==> src/logic/dcs_pkg.sv <==
// package: register map, field layout, reset values and carriers of the size/progress block
package dcs_pkg;

    // widths
    localparam int LEN_W  = 16;   // size and pointer fields
    localparam int CNT_W  = 17;   // byte counts, wide enough for 65,536
    localparam int ADDR_W = 8;    // register port address
    localparam int EVT_W  = 5;    // event flags

    // register offsets (byte addresses, one word each)
    localparam logic [ADDR_W-1:0] REG_SRC_LEN  = 8'h00;
    localparam logic [ADDR_W-1:0] REG_DST_LEN  = 8'h04;
    localparam logic [ADDR_W-1:0] REG_SRC_PROG = 8'h08;
    localparam logic [ADDR_W-1:0] REG_DST_PROG = 8'h0C;
    localparam logic [ADDR_W-1:0] REG_STATUS   = 8'h10;
    localparam logic [ADDR_W-1:0] REG_MASK     = 8'h14;
    localparam logic [ADDR_W-1:0] REG_CTRL     = 8'h18;

    // values after reset
    localparam logic [LEN_W-1:0] LEN_RST    = 16'h0000;
    localparam logic [LEN_W-1:0] PTR_RST    = 16'h0000;
    localparam logic [EVT_W-1:0] EVT_RST    = 5'h00;
    localparam logic [7:0]       PAT_RST    = 8'h00;
    localparam logic [31:0]      RDATA_RST  = 32'h0000_0000;

    // an all-zero size field stands for this many bytes
    localparam logic [CNT_W-1:0] LEN_ZERO_BYTES = 17'h10000;

    // event bit positions in status and mask
    localparam int EVT_SRC_DONE = 0;
    localparam int EVT_SRC_HALF = 1;
    localparam int EVT_DST_DONE = 2;
    localparam int EVT_DST_HALF = 3;
    localparam int EVT_BLOCK    = 4;

    // control register fields
    localparam int CTRL_MODE_BIT = 0;   // pattern-match mode
    localparam int CTRL_PAT_LSB  = 8;   // pattern byte, bits 15:8

    // register port request
    typedef struct packed {
        logic              we;
        logic              re;
        logic [ADDR_W-1:0] addr;
        logic [31:0]       wdata;
    } dcs_bus_s;

    // one transfer reported by the channel engine
    typedef struct packed {
        logic             valid;
        logic [CNT_W-1:0] src_bytes;
        logic [CNT_W-1:0] dst_bytes;
        logic [7:0]       data;
    } dcs_xfer_s;

    // state of the top module, all but its reset synchroniser
    typedef struct packed {
        logic [LEN_W-1:0] src_len;
        logic [LEN_W-1:0] dst_len;
        logic [LEN_W-1:0] src_ptr;
        logic [LEN_W-1:0] dst_ptr;
        logic [EVT_W-1:0] status;
        logic [EVT_W-1:0] mask;
        logic             pat_mode;
        logic [7:0]       pat_byte;
        logic [31:0]      rdata;
        logic             irq;
    } dcs_state_s;

endpackage

==> src/logic/dcs_progress.sv <==
// module: one progress pointer step with wrap, end and midpoint detection
module dcs_progress (
    // current pointer and programmed size
    input  wire logic [dcs_pkg::LEN_W-1:0] ptr,
    input  wire logic [dcs_pkg::LEN_W-1:0] len,
    // bytes moved this cycle, zero when idle
    input  wire logic [dcs_pkg::CNT_W-1:0] step,
    // results
    output logic      [dcs_pkg::LEN_W-1:0] next_ptr,
    output logic      [dcs_pkg::CNT_W-1:0] len_bytes,
    output logic                           done,
    output logic                           half
);
    logic [dcs_pkg::CNT_W:0]   sum;       // one bit spare so nothing overflows
    logic [dcs_pkg::CNT_W-1:0] half_mark; // midpoint in bytes

    // pure combinational step; the caller holds the pointer register
    always_comb begin
        // zero size stands for the full 65,536 bytes
        len_bytes = (len == dcs_pkg::LEN_RST) ? dcs_pkg::LEN_ZERO_BYTES
                                              : {1'b0, len};
        half_mark = len_bytes >> 1;
        sum       = {2'b00, ptr} + {1'b0, step};
        // end reached when the step lands on or beyond the size
        done      = (step != '0) && (sum >= {1'b0, len_bytes});
        // midpoint crossed by this step; a 1-byte block has none
        half      = (half_mark != '0) && ({1'b0, ptr} < half_mark)
                    && (sum >= {1'b0, half_mark});
        // wrap to zero at the end, else advance
        next_ptr  = done ? dcs_pkg::PTR_RST : sum[dcs_pkg::LEN_W-1:0];
    end

endmodule

==> src/logic/dcs_size_pointer_regs.sv <==
// module: per-channel size registers, progress pointers and their event flags

// Operation
// - writable source size, zero means 65,536 bytes
// - writable destination size, zero means 65,536 bytes
// - bits 31 to 16 read zero
// - read-only source pointer, byte index reached
// - read-only destination pointer, byte index reached
// - pattern match clears source pointer
// - all fields zero after reset
// - source done when pointer reaches size
// - source half when pointer reaches midpoint
// - destination done and half likewise
// - block complete after larger size, or match
module dcs_size_pointer_regs (
    // clock and reset
    input  wire logic                            clk,
    input  wire logic                            arst_n,
    // register port
    input  wire dcs_pkg::dcs_bus_s               bus,
    output logic      [31:0]                     rdata,
    // transfers reported by the channel engine
    input  wire dcs_pkg::dcs_xfer_s              xfer,
    // progress seen by the engine
    output logic      [dcs_pkg::LEN_W-1:0]       src_progress,
    output logic      [dcs_pkg::LEN_W-1:0]       dst_progress,
    // interrupt
    output logic                                 irq
);

    // reset synchroniser: asserts at once, releases after two edges
    logic                      rst_meta;     // first stage, read only by rst_n
    logic                      rst_n;        // reset used by the whole block

    // state
    dcs_pkg::dcs_state_s       st;           // registered state
    dcs_pkg::dcs_state_s       next_st;      // next value

    // register port decode
    logic                      wr_src_len;   // write to source size
    logic                      wr_dst_len;   // write to destination size
    logic                      wr_status;    // write-one-to-clear of status
    logic                      wr_mask;      // write of mask
    logic                      wr_ctrl;      // write of control

    // pointer step results
    logic [dcs_pkg::LEN_W-1:0] src_next;     // source pointer after this step
    logic [dcs_pkg::LEN_W-1:0] dst_next;     // destination pointer after this step
    logic [dcs_pkg::CNT_W-1:0] src_bytes;    // source size in bytes
    logic [dcs_pkg::CNT_W-1:0] dst_bytes;    // destination size in bytes
    logic                      src_done;     // source end reached
    logic                      src_half;     // source midpoint reached
    logic                      dst_done;     // destination end reached
    logic                      dst_half;     // destination midpoint reached
    logic [dcs_pkg::CNT_W-1:0] src_step;     // source bytes, zero when idle
    logic [dcs_pkg::CNT_W-1:0] dst_step;     // destination bytes, zero when idle

    // events
    logic                      pat_hit;      // pattern seen in pattern mode
    logic                      src_larger;   // source is the longer side
    logic [dcs_pkg::EVT_W-1:0] evt;          // events of this cycle

    // reset release through two flip-flops
    always_ff @(posedge clk or negedge arst_n) begin
        if (!arst_n) begin
            rst_meta <= 1'b0;
            rst_n    <= 1'b0;
        end else begin
            rst_meta <= 1'b1;
            rst_n    <= rst_meta;
        end
    end

    // address decode; strobes are single-cycle from the master
    assign wr_src_len = bus.we && (bus.addr == dcs_pkg::REG_SRC_LEN);
    assign wr_dst_len = bus.we && (bus.addr == dcs_pkg::REG_DST_LEN);
    assign wr_status  = bus.we && (bus.addr == dcs_pkg::REG_STATUS);
    assign wr_mask    = bus.we && (bus.addr == dcs_pkg::REG_MASK);
    assign wr_ctrl    = bus.we && (bus.addr == dcs_pkg::REG_CTRL);

    // idle cycles step by zero so no event can fire
    assign src_step = xfer.valid ? xfer.src_bytes : '0;
    assign dst_step = xfer.valid ? xfer.dst_bytes : '0;

    // source side pointer arithmetic
    dcs_progress u_src (
        .ptr       (st.src_ptr),
        .len       (st.src_len),
        .step      (src_step),
        .next_ptr  (src_next),
        .len_bytes (src_bytes),
        .done      (src_done),
        .half      (src_half)
    );

    // destination side pointer arithmetic
    dcs_progress u_dst (
        .ptr       (st.dst_ptr),
        .len       (st.dst_len),
        .step      (dst_step),
        .next_ptr  (dst_next),
        .len_bytes (dst_bytes),
        .done      (dst_done),
        .half      (dst_half)
    );

    // pattern compare against the byte just moved
    assign pat_hit = xfer.valid && st.pat_mode && (xfer.data == st.pat_byte);

    // the block ends when the longer side finishes; equal sizes take source
    assign src_larger = (src_bytes >= dst_bytes);

    // gather this cycle's events
    always_comb begin
        evt                        = '0;
        evt[dcs_pkg::EVT_SRC_DONE] = src_done;
        evt[dcs_pkg::EVT_SRC_HALF] = src_half;
        evt[dcs_pkg::EVT_DST_DONE] = dst_done;
        evt[dcs_pkg::EVT_DST_HALF] = dst_half;
        evt[dcs_pkg::EVT_BLOCK]    = pat_hit
                                     || (src_larger ? src_done : dst_done);
    end

    // next state: registers, pointers, flags, read data, interrupt
    always_comb begin
        next_st = st;

        // size fields take the low half; the upper half is dropped
        if (wr_src_len) begin
            next_st.src_len = bus.wdata[dcs_pkg::LEN_W-1:0];
        end
        if (wr_dst_len) begin
            next_st.dst_len = bus.wdata[dcs_pkg::LEN_W-1:0];
        end

        // pointers move only with transfers; bus writes never touch them
        if (pat_hit) begin
            next_st.src_ptr = dcs_pkg::PTR_RST;
        end else begin
            next_st.src_ptr = src_next;
        end
        next_st.dst_ptr = dst_next;

        // mask and control
        if (wr_mask) begin
            next_st.mask = bus.wdata[dcs_pkg::EVT_W-1:0];
        end
        if (wr_ctrl) begin
            next_st.pat_mode = bus.wdata[dcs_pkg::CTRL_MODE_BIT];
            next_st.pat_byte = bus.wdata[dcs_pkg::CTRL_PAT_LSB +: 8];
        end

        // write-one-to-clear; a new event in the same cycle wins
        if (wr_status) begin
            next_st.status = st.status & ~bus.wdata[dcs_pkg::EVT_W-1:0];
        end
        next_st.status = next_st.status | evt;

        // read data stands only in the cycle after the strobe
        next_st.rdata = dcs_pkg::RDATA_RST;
        if (bus.re) begin
            case (bus.addr)
                dcs_pkg::REG_SRC_LEN:  next_st.rdata = {16'h0000, st.src_len};
                dcs_pkg::REG_DST_LEN:  next_st.rdata = {16'h0000, st.dst_len};
                dcs_pkg::REG_SRC_PROG: next_st.rdata = {16'h0000, st.src_ptr};
                dcs_pkg::REG_DST_PROG: next_st.rdata = {16'h0000, st.dst_ptr};
                dcs_pkg::REG_STATUS:   next_st.rdata = {27'h0000000, st.status};
                dcs_pkg::REG_MASK:     next_st.rdata = {27'h0000000, st.mask};
                dcs_pkg::REG_CTRL: begin
                    next_st.rdata = {16'h0000, st.pat_byte, 7'h00, st.pat_mode};
                end
                // unmapped addresses read as zero
                default:               next_st.rdata = dcs_pkg::RDATA_RST;
            endcase
        end

        // level interrupt, registered from the next flags and mask so it lines up with status
        next_st.irq = |(next_st.status & next_st.mask);
    end

    // state register; every field clears at reset
    always_ff @(posedge clk or negedge rst_n) begin
        if (!rst_n) begin
            st.src_len  <= dcs_pkg::LEN_RST;
            st.dst_len  <= dcs_pkg::LEN_RST;
            st.src_ptr  <= dcs_pkg::PTR_RST;
            st.dst_ptr  <= dcs_pkg::PTR_RST;
            st.status   <= dcs_pkg::EVT_RST;
            st.mask     <= dcs_pkg::EVT_RST;
            st.pat_mode <= 1'b0;
            st.pat_byte <= dcs_pkg::PAT_RST;
            st.rdata    <= dcs_pkg::RDATA_RST;
            st.irq      <= 1'b0;
        end else begin
            st <= next_st;
        end
    end

    // outputs straight from the state flip-flops
    assign rdata        = st.rdata;
    assign src_progress = st.src_ptr;
    assign dst_progress = st.dst_ptr;
    assign irq          = st.irq;
endmodule

==> config.mk <==
export PLATFORM = sky130hd
export DESIGN_NAME = dcs_size_pointer_regs
export DESIGN_NICKNAME = d
export VERILOG_FILES = /design/src/logic/dcs_pkg.sv /design/src/logic/dcs_progress.sv /design/src/logic/dcs_size_pointer_regs.sv
export SDC_FILE = /design/constraint.sdc
export NUM_CORES = 1
export LEC_CHECK = 0
export ABC_AREA = 1
export BUFFER_PORTS_ARGS = -buffer_cell sky130_fd_sc_hd__buf_2
export CAP_MARGIN = 20
export CORE_AREA = 5 5 162 164
export CTS_BUF_LIST = sky130_fd_sc_hd__clkbuf_4 sky130_fd_sc_hd__clkbuf_8
export DETAILED_ROUTE_END_ITERATION = 12
export DIE_AREA = 0 0 167 169
export SETUP_SLACK_MARGIN = 0.05
export SYNTH_ARGS = -nofsm -noshare
export SYNTH_HDL_FRONTEND = slang
export SYNTH_SLANG_ARGS = --single-unit
==> constraint.sdc <==
create_clock -name clk -period 3.12 [get_ports clk]
set_input_delay 0.468 -clock clk [delete_from_list [all_inputs] [get_ports clk]]
set_output_delay 0.468 -clock clk [all_outputs]
set_load 0.05 [all_outputs]
==> results of run 1 <==
## worst max-delay path: cells and delay by family
| family | cells | cell delay (ps) |
|---|---|---|
| and+or+nand+nor | 14 | 1000 |
| buffers and inverters | 9 | 910 |
| adders and majority gates | 3 | 790 |
| AOI/OAI and AO/OA | 2 | 300 |
| xor gates and xnor gates | 1 | 210 |
## cell usage in the layout, fill, tap and decap left out, types with 6 or more instances in the layout
cell type	count
ha_4	28
ha_1	116
nor2_1	75
nand2_1	252
inv_2	19
dfrtp_1	101
o21bai_1	10
nor2_2	22
nor3_1	13
a221oi_1	6
o21ai_1	6
nand3_1	28
xor2_1	17
inv_1	206
nand4_1	31
o221ai_1	8
nand2_4	8
conb_1	17
a21oi_1	58
nand3_2	6
buf_2	118
nor3_2	6
o21ai_0	64
nor2_4	15
clkbuf_8	9
nand2_2	34
o22ai_1	16
buf_4	172
a21oi_2	10
a21o_1	6
a211oi_1	6
## area by class of cell
| cell class | count | share of cell area (%) |
|---|---|---|
| clock inverters | 7 | 0.752 |
| well taps | 330 | 3.27 |
| flip-flops and latches | 102 | 20.2 |
| clock buffers | 9 | 0.980 |
| multi-input cells | 914 | 51.5 |
| inverters | 230 | 6.93 |
| repair buffers | 300 | 16.3 |
## through the flow
step	area, um^2	util [%]	instances	setup TNS, ps	hold slack [ps]
after floorplan	9810	-	1343	-7320	172
after global placement	11300	45.8	1849	-26010	258
after detailed placement	11300	45.8	1849	-26360	258
after CTS	12300	49.6	1889	-3800	276
after global routing	12600	51.1	1892	-12530	302
final	12600	51.1	1892	-6670	298
## synthesized netlist by cell type (2+ instances only)
cell       number
o21ai_1         4
clkbuf_1       24
a211oi_1        8
nor2_2          3
a221oi_1        6
xnor2_1         5
o21bai_1       10
inv_2           3
and2_1          2
o22ai_1        16
buf_2           2
o221ai_1        8
inv_1         226
nand3_2         2
nand2_2        12
nand2_1       281
nor4_1          4
nor3_1         16
o21a_1          4
nor2_1        106
ha_1          145
fa_1            2
dfrtp_1       102
a21oi_1        71
nand4_1        31
a21o_1          6
a2111oi_0       2
nand3_1        34
o31ai_1         2
xor2_1         23
conb_1          2
nand2_4         2
nor3_2          4
nor2_4          3
a31o_2          3
buf_6           5
o21ai_0        68
buf_4          65
nand3b_1        2
## cells by family (layout without fill, tap and decap cells)
kind of cell / count (synthesis) / after routing / synth area share [%]
compound gates: 214 / 214 / 13.0
xor+xnor: 28 / 28 / 2.54
fa+ha+maj: 147 / 147 / 19.2
buf+inv: 328 / 546 / 15.8
flops: 102 / 102 / 26.5
other cells: 2 / 17 / 0.0779
simple gates: 507 / 508 / 22.8
## final timing paths
check                                start               to  slack (ps)  cells after the start
min in group asynchronous            rst_n           st[95]         370                      0
setup reg to reg           dst_progress[4]  dst_progress[3]        -190                     21
hold / removal                     bus[11]           st[36]         300                      3
hold reg to reg                   rst_meta            rst_n         360                      0
setup / recovery                  xfer[42]  dst_progress[3]        -280                     29
max in group asynchronous            rst_n          st[112]        1900                      1
## power by group through the flow
stage	registers [W]	logic (W)	clock network (W)
floorplan	0.00180	0.00464	0
global placement	0.00179	0.00671	0
detailed placement	0.00179	0.00685	0
CTS	0.00180	0.00776	0.00101
global route	0.00183	0.00929	0.00106
finish	0.00180	0.00839	0.000988
## metal layers
metal | vias up | global-route usage, % | part of all wire, %
li1 | 4691 | - | -
met1 | 4364 | 30.4 | 47
met2 | 293 | 33.7 | 45
met3 | 32 | 5.07 | 6.7
met4 | 0 | 4.38 | 1.9
met5 | - | 0 | 0
## registers in the layout, indices dropped and copies added, names as in the netlist
name	flops
rst_meta	1
irq	1
rst_n	1
st	51
src_progress	16
dst_progress	16
rdata	16
## repair_timing
| action | in CTS | in global routing |
|---|---|---|
| cloned | 3 | 0 |
| resized for setup | 91 | 87 |
| setup endpoints to repair | 37 | 38 |
| hold buffers | 1 | 0 |
| pin swaps | 43 | 42 |
| buffers inserted | 20 | 4 |
| hold endpoints to repair | 2 | 0 |
==> flow_metrics.tcl, run 1 <==
set metrics [dict create \
    status "finished, violations left" \
    violations "negative setup slack" \
    clockPowerShare_pct 8.8 \
    layout_min_cycle_time_ps 3400 \
    cts_tree "yes" \
    cpPeakStageDelay_ps 350 \
    antenna_found_initial 0 \
    wl_per_cell_um 16.4 \
    slew_violations 0 \
    vias 9380 \
    syn2layout_area_growth_pct 31.1 \
    synth_flop_cell "dfrtp_1" \
    ys_seq_area_share_pct 26.5 \
    fin_crit_sh_pct 109 \
    nets 1791 \
    clock_path_buffers 2 \
    die_h_um 169 \
    h-tree-depth 3 \
    swShare_pct 49.3 \
    synth_warnings 0 \
    irDropWorstVdd_uv 387 \
    p_leak_nw 6.71 \
    finalHoldViolCount 0 \
    synth_cell_type_count 53 \
    track_usage_pct 21.5 \
    vias_per_cell 4.96 \
    synth-edff-count 0 \
    netlist_instances 1328 \
    gp_congestion 0.931 \
    port_buffers 119 \
    ys_ff_latch 102 \
    power_frac_comb_pct 75.1 \
    gr-total-overflow 0 \
    drt-pass1-iter-count 5 \
    clock_skew_ps 10.8 \
    fmax_mhz 294 \
    cts_buffers 9 \
    yosysTopAreaCell "dfrtp_1" \
    synth_top_area_share_pct 26.5 \
    clkSinkCount 102 \
    drc 0 \
    grt_max_degree 51 \
    internal_power_w 0.00566 \
    postSynthAreaPerCell_um2 7.26 \
    ant_nets 0 \
    switchingPower_w 0.00552 \
    seqPwrFrac_pct 16.1 \
    cp-start-kind "primary input" \
    drive_gt1_share_pct 31.9 \
    die_w_um 167 \
    power_w 0.0112 \
    synth-async-reset-ratio_pct 100 \
    seq_area_um2 2560 \
    hold_path.class "in2reg" \
    place_ws_ps -839 \
    worst_slack_ps -277 \
    cts.clk_slew.worst_paths_ps 100 \
    crit_required_ps 3410 \
    synth_area_leaders "dfrtp_1, ha_1, nand2_1, inv_1, buf_4" \
    hpwl_mm 24.3 \
    fp-row-count 58 \
    end_kind "flop" \
    coreArea_um2 24700 \
    multi_input_area_um2 6510 \
    crit_type "in2reg" \
    cts-root-buf "clkbuf_8" \
    grt_first_pass_wirelength_mm 48.8 \
    rsz0062_at_grt "true" \
    wl_mm 31.0 \
    drtIter0Drc 722 \
    grt_pass1_vias 9204 \
    fill_cells 2405 \
    dieArea_um2 28200 \
    diodes 0 \
    arrival_ps 3680 \
    worst_slew_pin_slew_ps 738 \
    path_max_fanout 8 \
    drv_cap 0 \
    path_common_cell "nand2_2" \
    initial_core_util_pct 39.0 \
    setup-violations-final 36 \
    max_slew_margin_pct 50.8 \
    insertion_delay_ps 400 \
    cp_slowest_cell "fa_2" \
    synthesis.area_um2 9640 \
    power_density_nw_per_um2 884 \
    ios 152 \
]
Power figures use the tool's default switching activity.
==> inputs of run 2 (changes only) <==
--- a/config.mk
+++ b/config.mk
@@ -8,10 +8,10 @@
 export ABC_AREA = 1
 export BUFFER_PORTS_ARGS = -buffer_cell sky130_fd_sc_hd__buf_2
 export CAP_MARGIN = 20
-export CORE_AREA = 5 5 162 164
+export CORE_AREA = 5 5 133 199
 export CTS_BUF_LIST = sky130_fd_sc_hd__clkbuf_4 sky130_fd_sc_hd__clkbuf_8
 export DETAILED_ROUTE_END_ITERATION = 12
-export DIE_AREA = 0 0 167 169
+export DIE_AREA = 0 0 138 204
 export SETUP_SLACK_MARGIN = 0.05
 export SYNTH_ARGS = -nofsm -noshare
 export SYNTH_HDL_FRONTEND = slang
==> run 2 against run 1 <==
Effect of this change:
- the flow still finishes with violations (negative setup slack)
- global-route usage shrank 0.32 points
- highest routed layer is now met5
- maximum frequency grew 0.76%
- critical path depth grew 2
- die area shrank 0.25%
- sequential cell count is the same
- register-to-register slack lost 20 ps
- wire length grew 1.1%
==> flow_metrics.tcl, run 2 (synthesis gave the netlist of run 1 again) <==
set metrics [dict create \
    status "finished, violations left" \
    violations "negative setup slack" \
    clock_skew_ps 20.8 \
    vias_per_cell 4.96 \
    clockPowerShare_pct 8.3 \
    cp_slowest_cell "ha_4" \
    drc 0 \
    fp-row-count 71 \
    placed_cells 1858 \
    max_slew_margin_pct 52.2 \
    arrival_ps 3700 \
    gr-total-overflow 0 \
    multi_input_area_um2 6430 \
    ios 152 \
    fin_cells 1898 \
    irDropWorstVdd_uv 431 \
    hold_path.class "reg2async" \
    busiest_layer "met2" \
    rsz0062_at_grt "true" \
    drt-pass1-iter-count 5 \
    clock_path_buffers 2 \
    diodes 0 \
    cts_tree "yes" \
    drive_gt1_share_pct 30.9 \
    cts_buffers 9 \
    switchingPower_w 0.00544 \
    vias 9410 \
    die_w_um 138 \
    clkSinkCount 102 \
    seq_area_um2 2560 \
    p_leak_nw 6.75 \
    nets 1800 \
    swShare_pct 49.1 \
    final_common_cell "nand2_1" \
    coreArea_um2 24700 \
    grtUsageMet2_pct 42.9 \
    fmax_mhz 297 \
    ant_nets 0 \
    fin_crit_sh_pct 108 \
    wl_mm 31.3 \
    grt_pass1_vias 9474 \
    cts.clk_slew.worst_paths_ps 100 \
    path_common_cell "nand2_1" \
    antenna_found_initial 2 \
    wl_per_cell_um 16.5 \
    reg2reg_depth 27 \
    insertion_delay_ps 400 \
    setup-violations-final 35 \
    largest_reg_flops 51 \
    end_kind "flop" \
    dieArea_um2 28200 \
    port_buffers 119 \
    grt_use_met3_pct 2.69 \
    regMostFlops "st" \
    path_max_fanout 5 \
    h-tree-depth 3 \
    slew_violations 0 \
    syn2layout_area_growth_pct 30.9 \
    gp_congestion 0.880 \
    cts-root-buf "clkbuf_8" \
    power_density_nw_per_um2 878 \
    crit_type "in2reg" \
    grt_first_pass_wirelength_mm 47.3 \
    drv_cap 0 \
    finalHoldViolCount 0 \
    cpPeakStageDelay_ps 270 \
    final_cell_mix "nand2_1, inv_1, buf_4, buf_2, ha_1" \
    hpwl_mm 25.2 \
    die_h_um 204 \
    initial_core_util_pct 39.0 \
    cp-start-kind "primary input" \
    grt_max_degree 71 \
    seqPwrFrac_pct 16.2 \
    track_usage_pct 21.2 \
    worst_slew_pin_slew_ps 716 \
    fill_cells 2442 \
    internal_power_w 0.00564 \
    worst_slack_ps -251 \
    layout_min_cycle_time_ps 3370 \
    crit_required_ps 3450 \
    final_util_pct 51.1 \
    power_frac_comb_pct 75.5 \
    met1_usage_pct 21.6 \
    drtIter0Drc 350 \
    tns_ps -5390 \
    power_w 0.0111 \
]
-- run 2: cell count changes in the layout (fill, tap and decap cells not counted), moves of 3 or more --
| cell | before | now |
|---|---|---|
| nor2_1 | 75 | 79 |
| inv_1 | 206 | 209 |
| clkbuf_4 | 0 | 3 |
| a21oi_1 | 58 | 63 |
| buf_6 | 2 | 5 |
| nor2_2 | 22 | 18 |
| nand2_2 | 34 | 29 |
| a21oi_2 | 10 | 7 |
| inv_6 | 3 | 0 |
| buf_4 | 172 | 177 |
| nand2_1 | 252 | 259 |
-- run 2: final cells by class --
cell class                 instances  area share [%]
clock buffer                      14            1.38
clock inverter                     1           0.238
inverter                         230            6.88
multi-input combinational        914            50.9
sequential                       102            20.3
tap                              328            3.25
timing repair buffer             309            17.1
-- run 2: worst max-delay path, delay by kind of cell --
family | cells | cell delay (ps)
AOI/OAI and AO/OA | 2 | 300
adders and majority gates | 2 | 530
xor gates and xnor gates | 1 | 150
buffers and inverters | 8 | 910
and+or+nand+nor | 18 | 1320
-- run 2: layer usage --
layer | part of all wire (%) | vias up
met2 | 55 | 223
li1 | - | 4719
met5 | 0.067 | -
met3 | 3.3 | 74
met1 | 38 | 4390
met4 | 3.7 | 4
-- run 2: timing repair --
item	in CTS	in global routing
hold endpoints to repair	2	0
resized for setup	64	91
buffers inserted	13	8
endpoints found under the setup margin	37	38
hold buffers	1	0
cloned	2	1
pin swaps	10	42
-- run 2: path summary, 6_finish.rpt --
kind | from | end | slack, ps
min reg2reg | rst_n | rdata[1] | 280
max reg2reg | dst_progress[5] | irq | -210
max in group asynchronous | rst_n | rdata[14] | 2070
min | rst_n | rdata[1] | 280
max | xfer[42] | irq | -250
min in group clk | bus[14] | st[39] | 310
-- run 2: power by group through the flow --
stage | clock network (W) | registers (W) | logic, W
global route | 0.000978 | 0.00183 | 0.00926
floorplan | 0 | 0.00180 | 0.00464
global placement | 0 | 0.00179 | 0.00680
detailed placement | 0 | 0.00179 | 0.00694
finish | 0.000920 | 0.00180 | 0.00836
CTS | 0.000943 | 0.00179 | 0.00769
-- run 2: through the flow --
| step | hold slack, ps | worst slack, ps | cell area (um^2) |
|---|---|---|---|
| final | 281 | -251 | 12600 |
| after global routing | 311 | -455 | 12600 |
| after CTS | 287 | -229 | 12100 |
| after detailed placement | 256 | -855 | 11400 |
| after global placement | 256 | -842 | 11400 |
| after floorplan | 172 | -295 | 9810 |
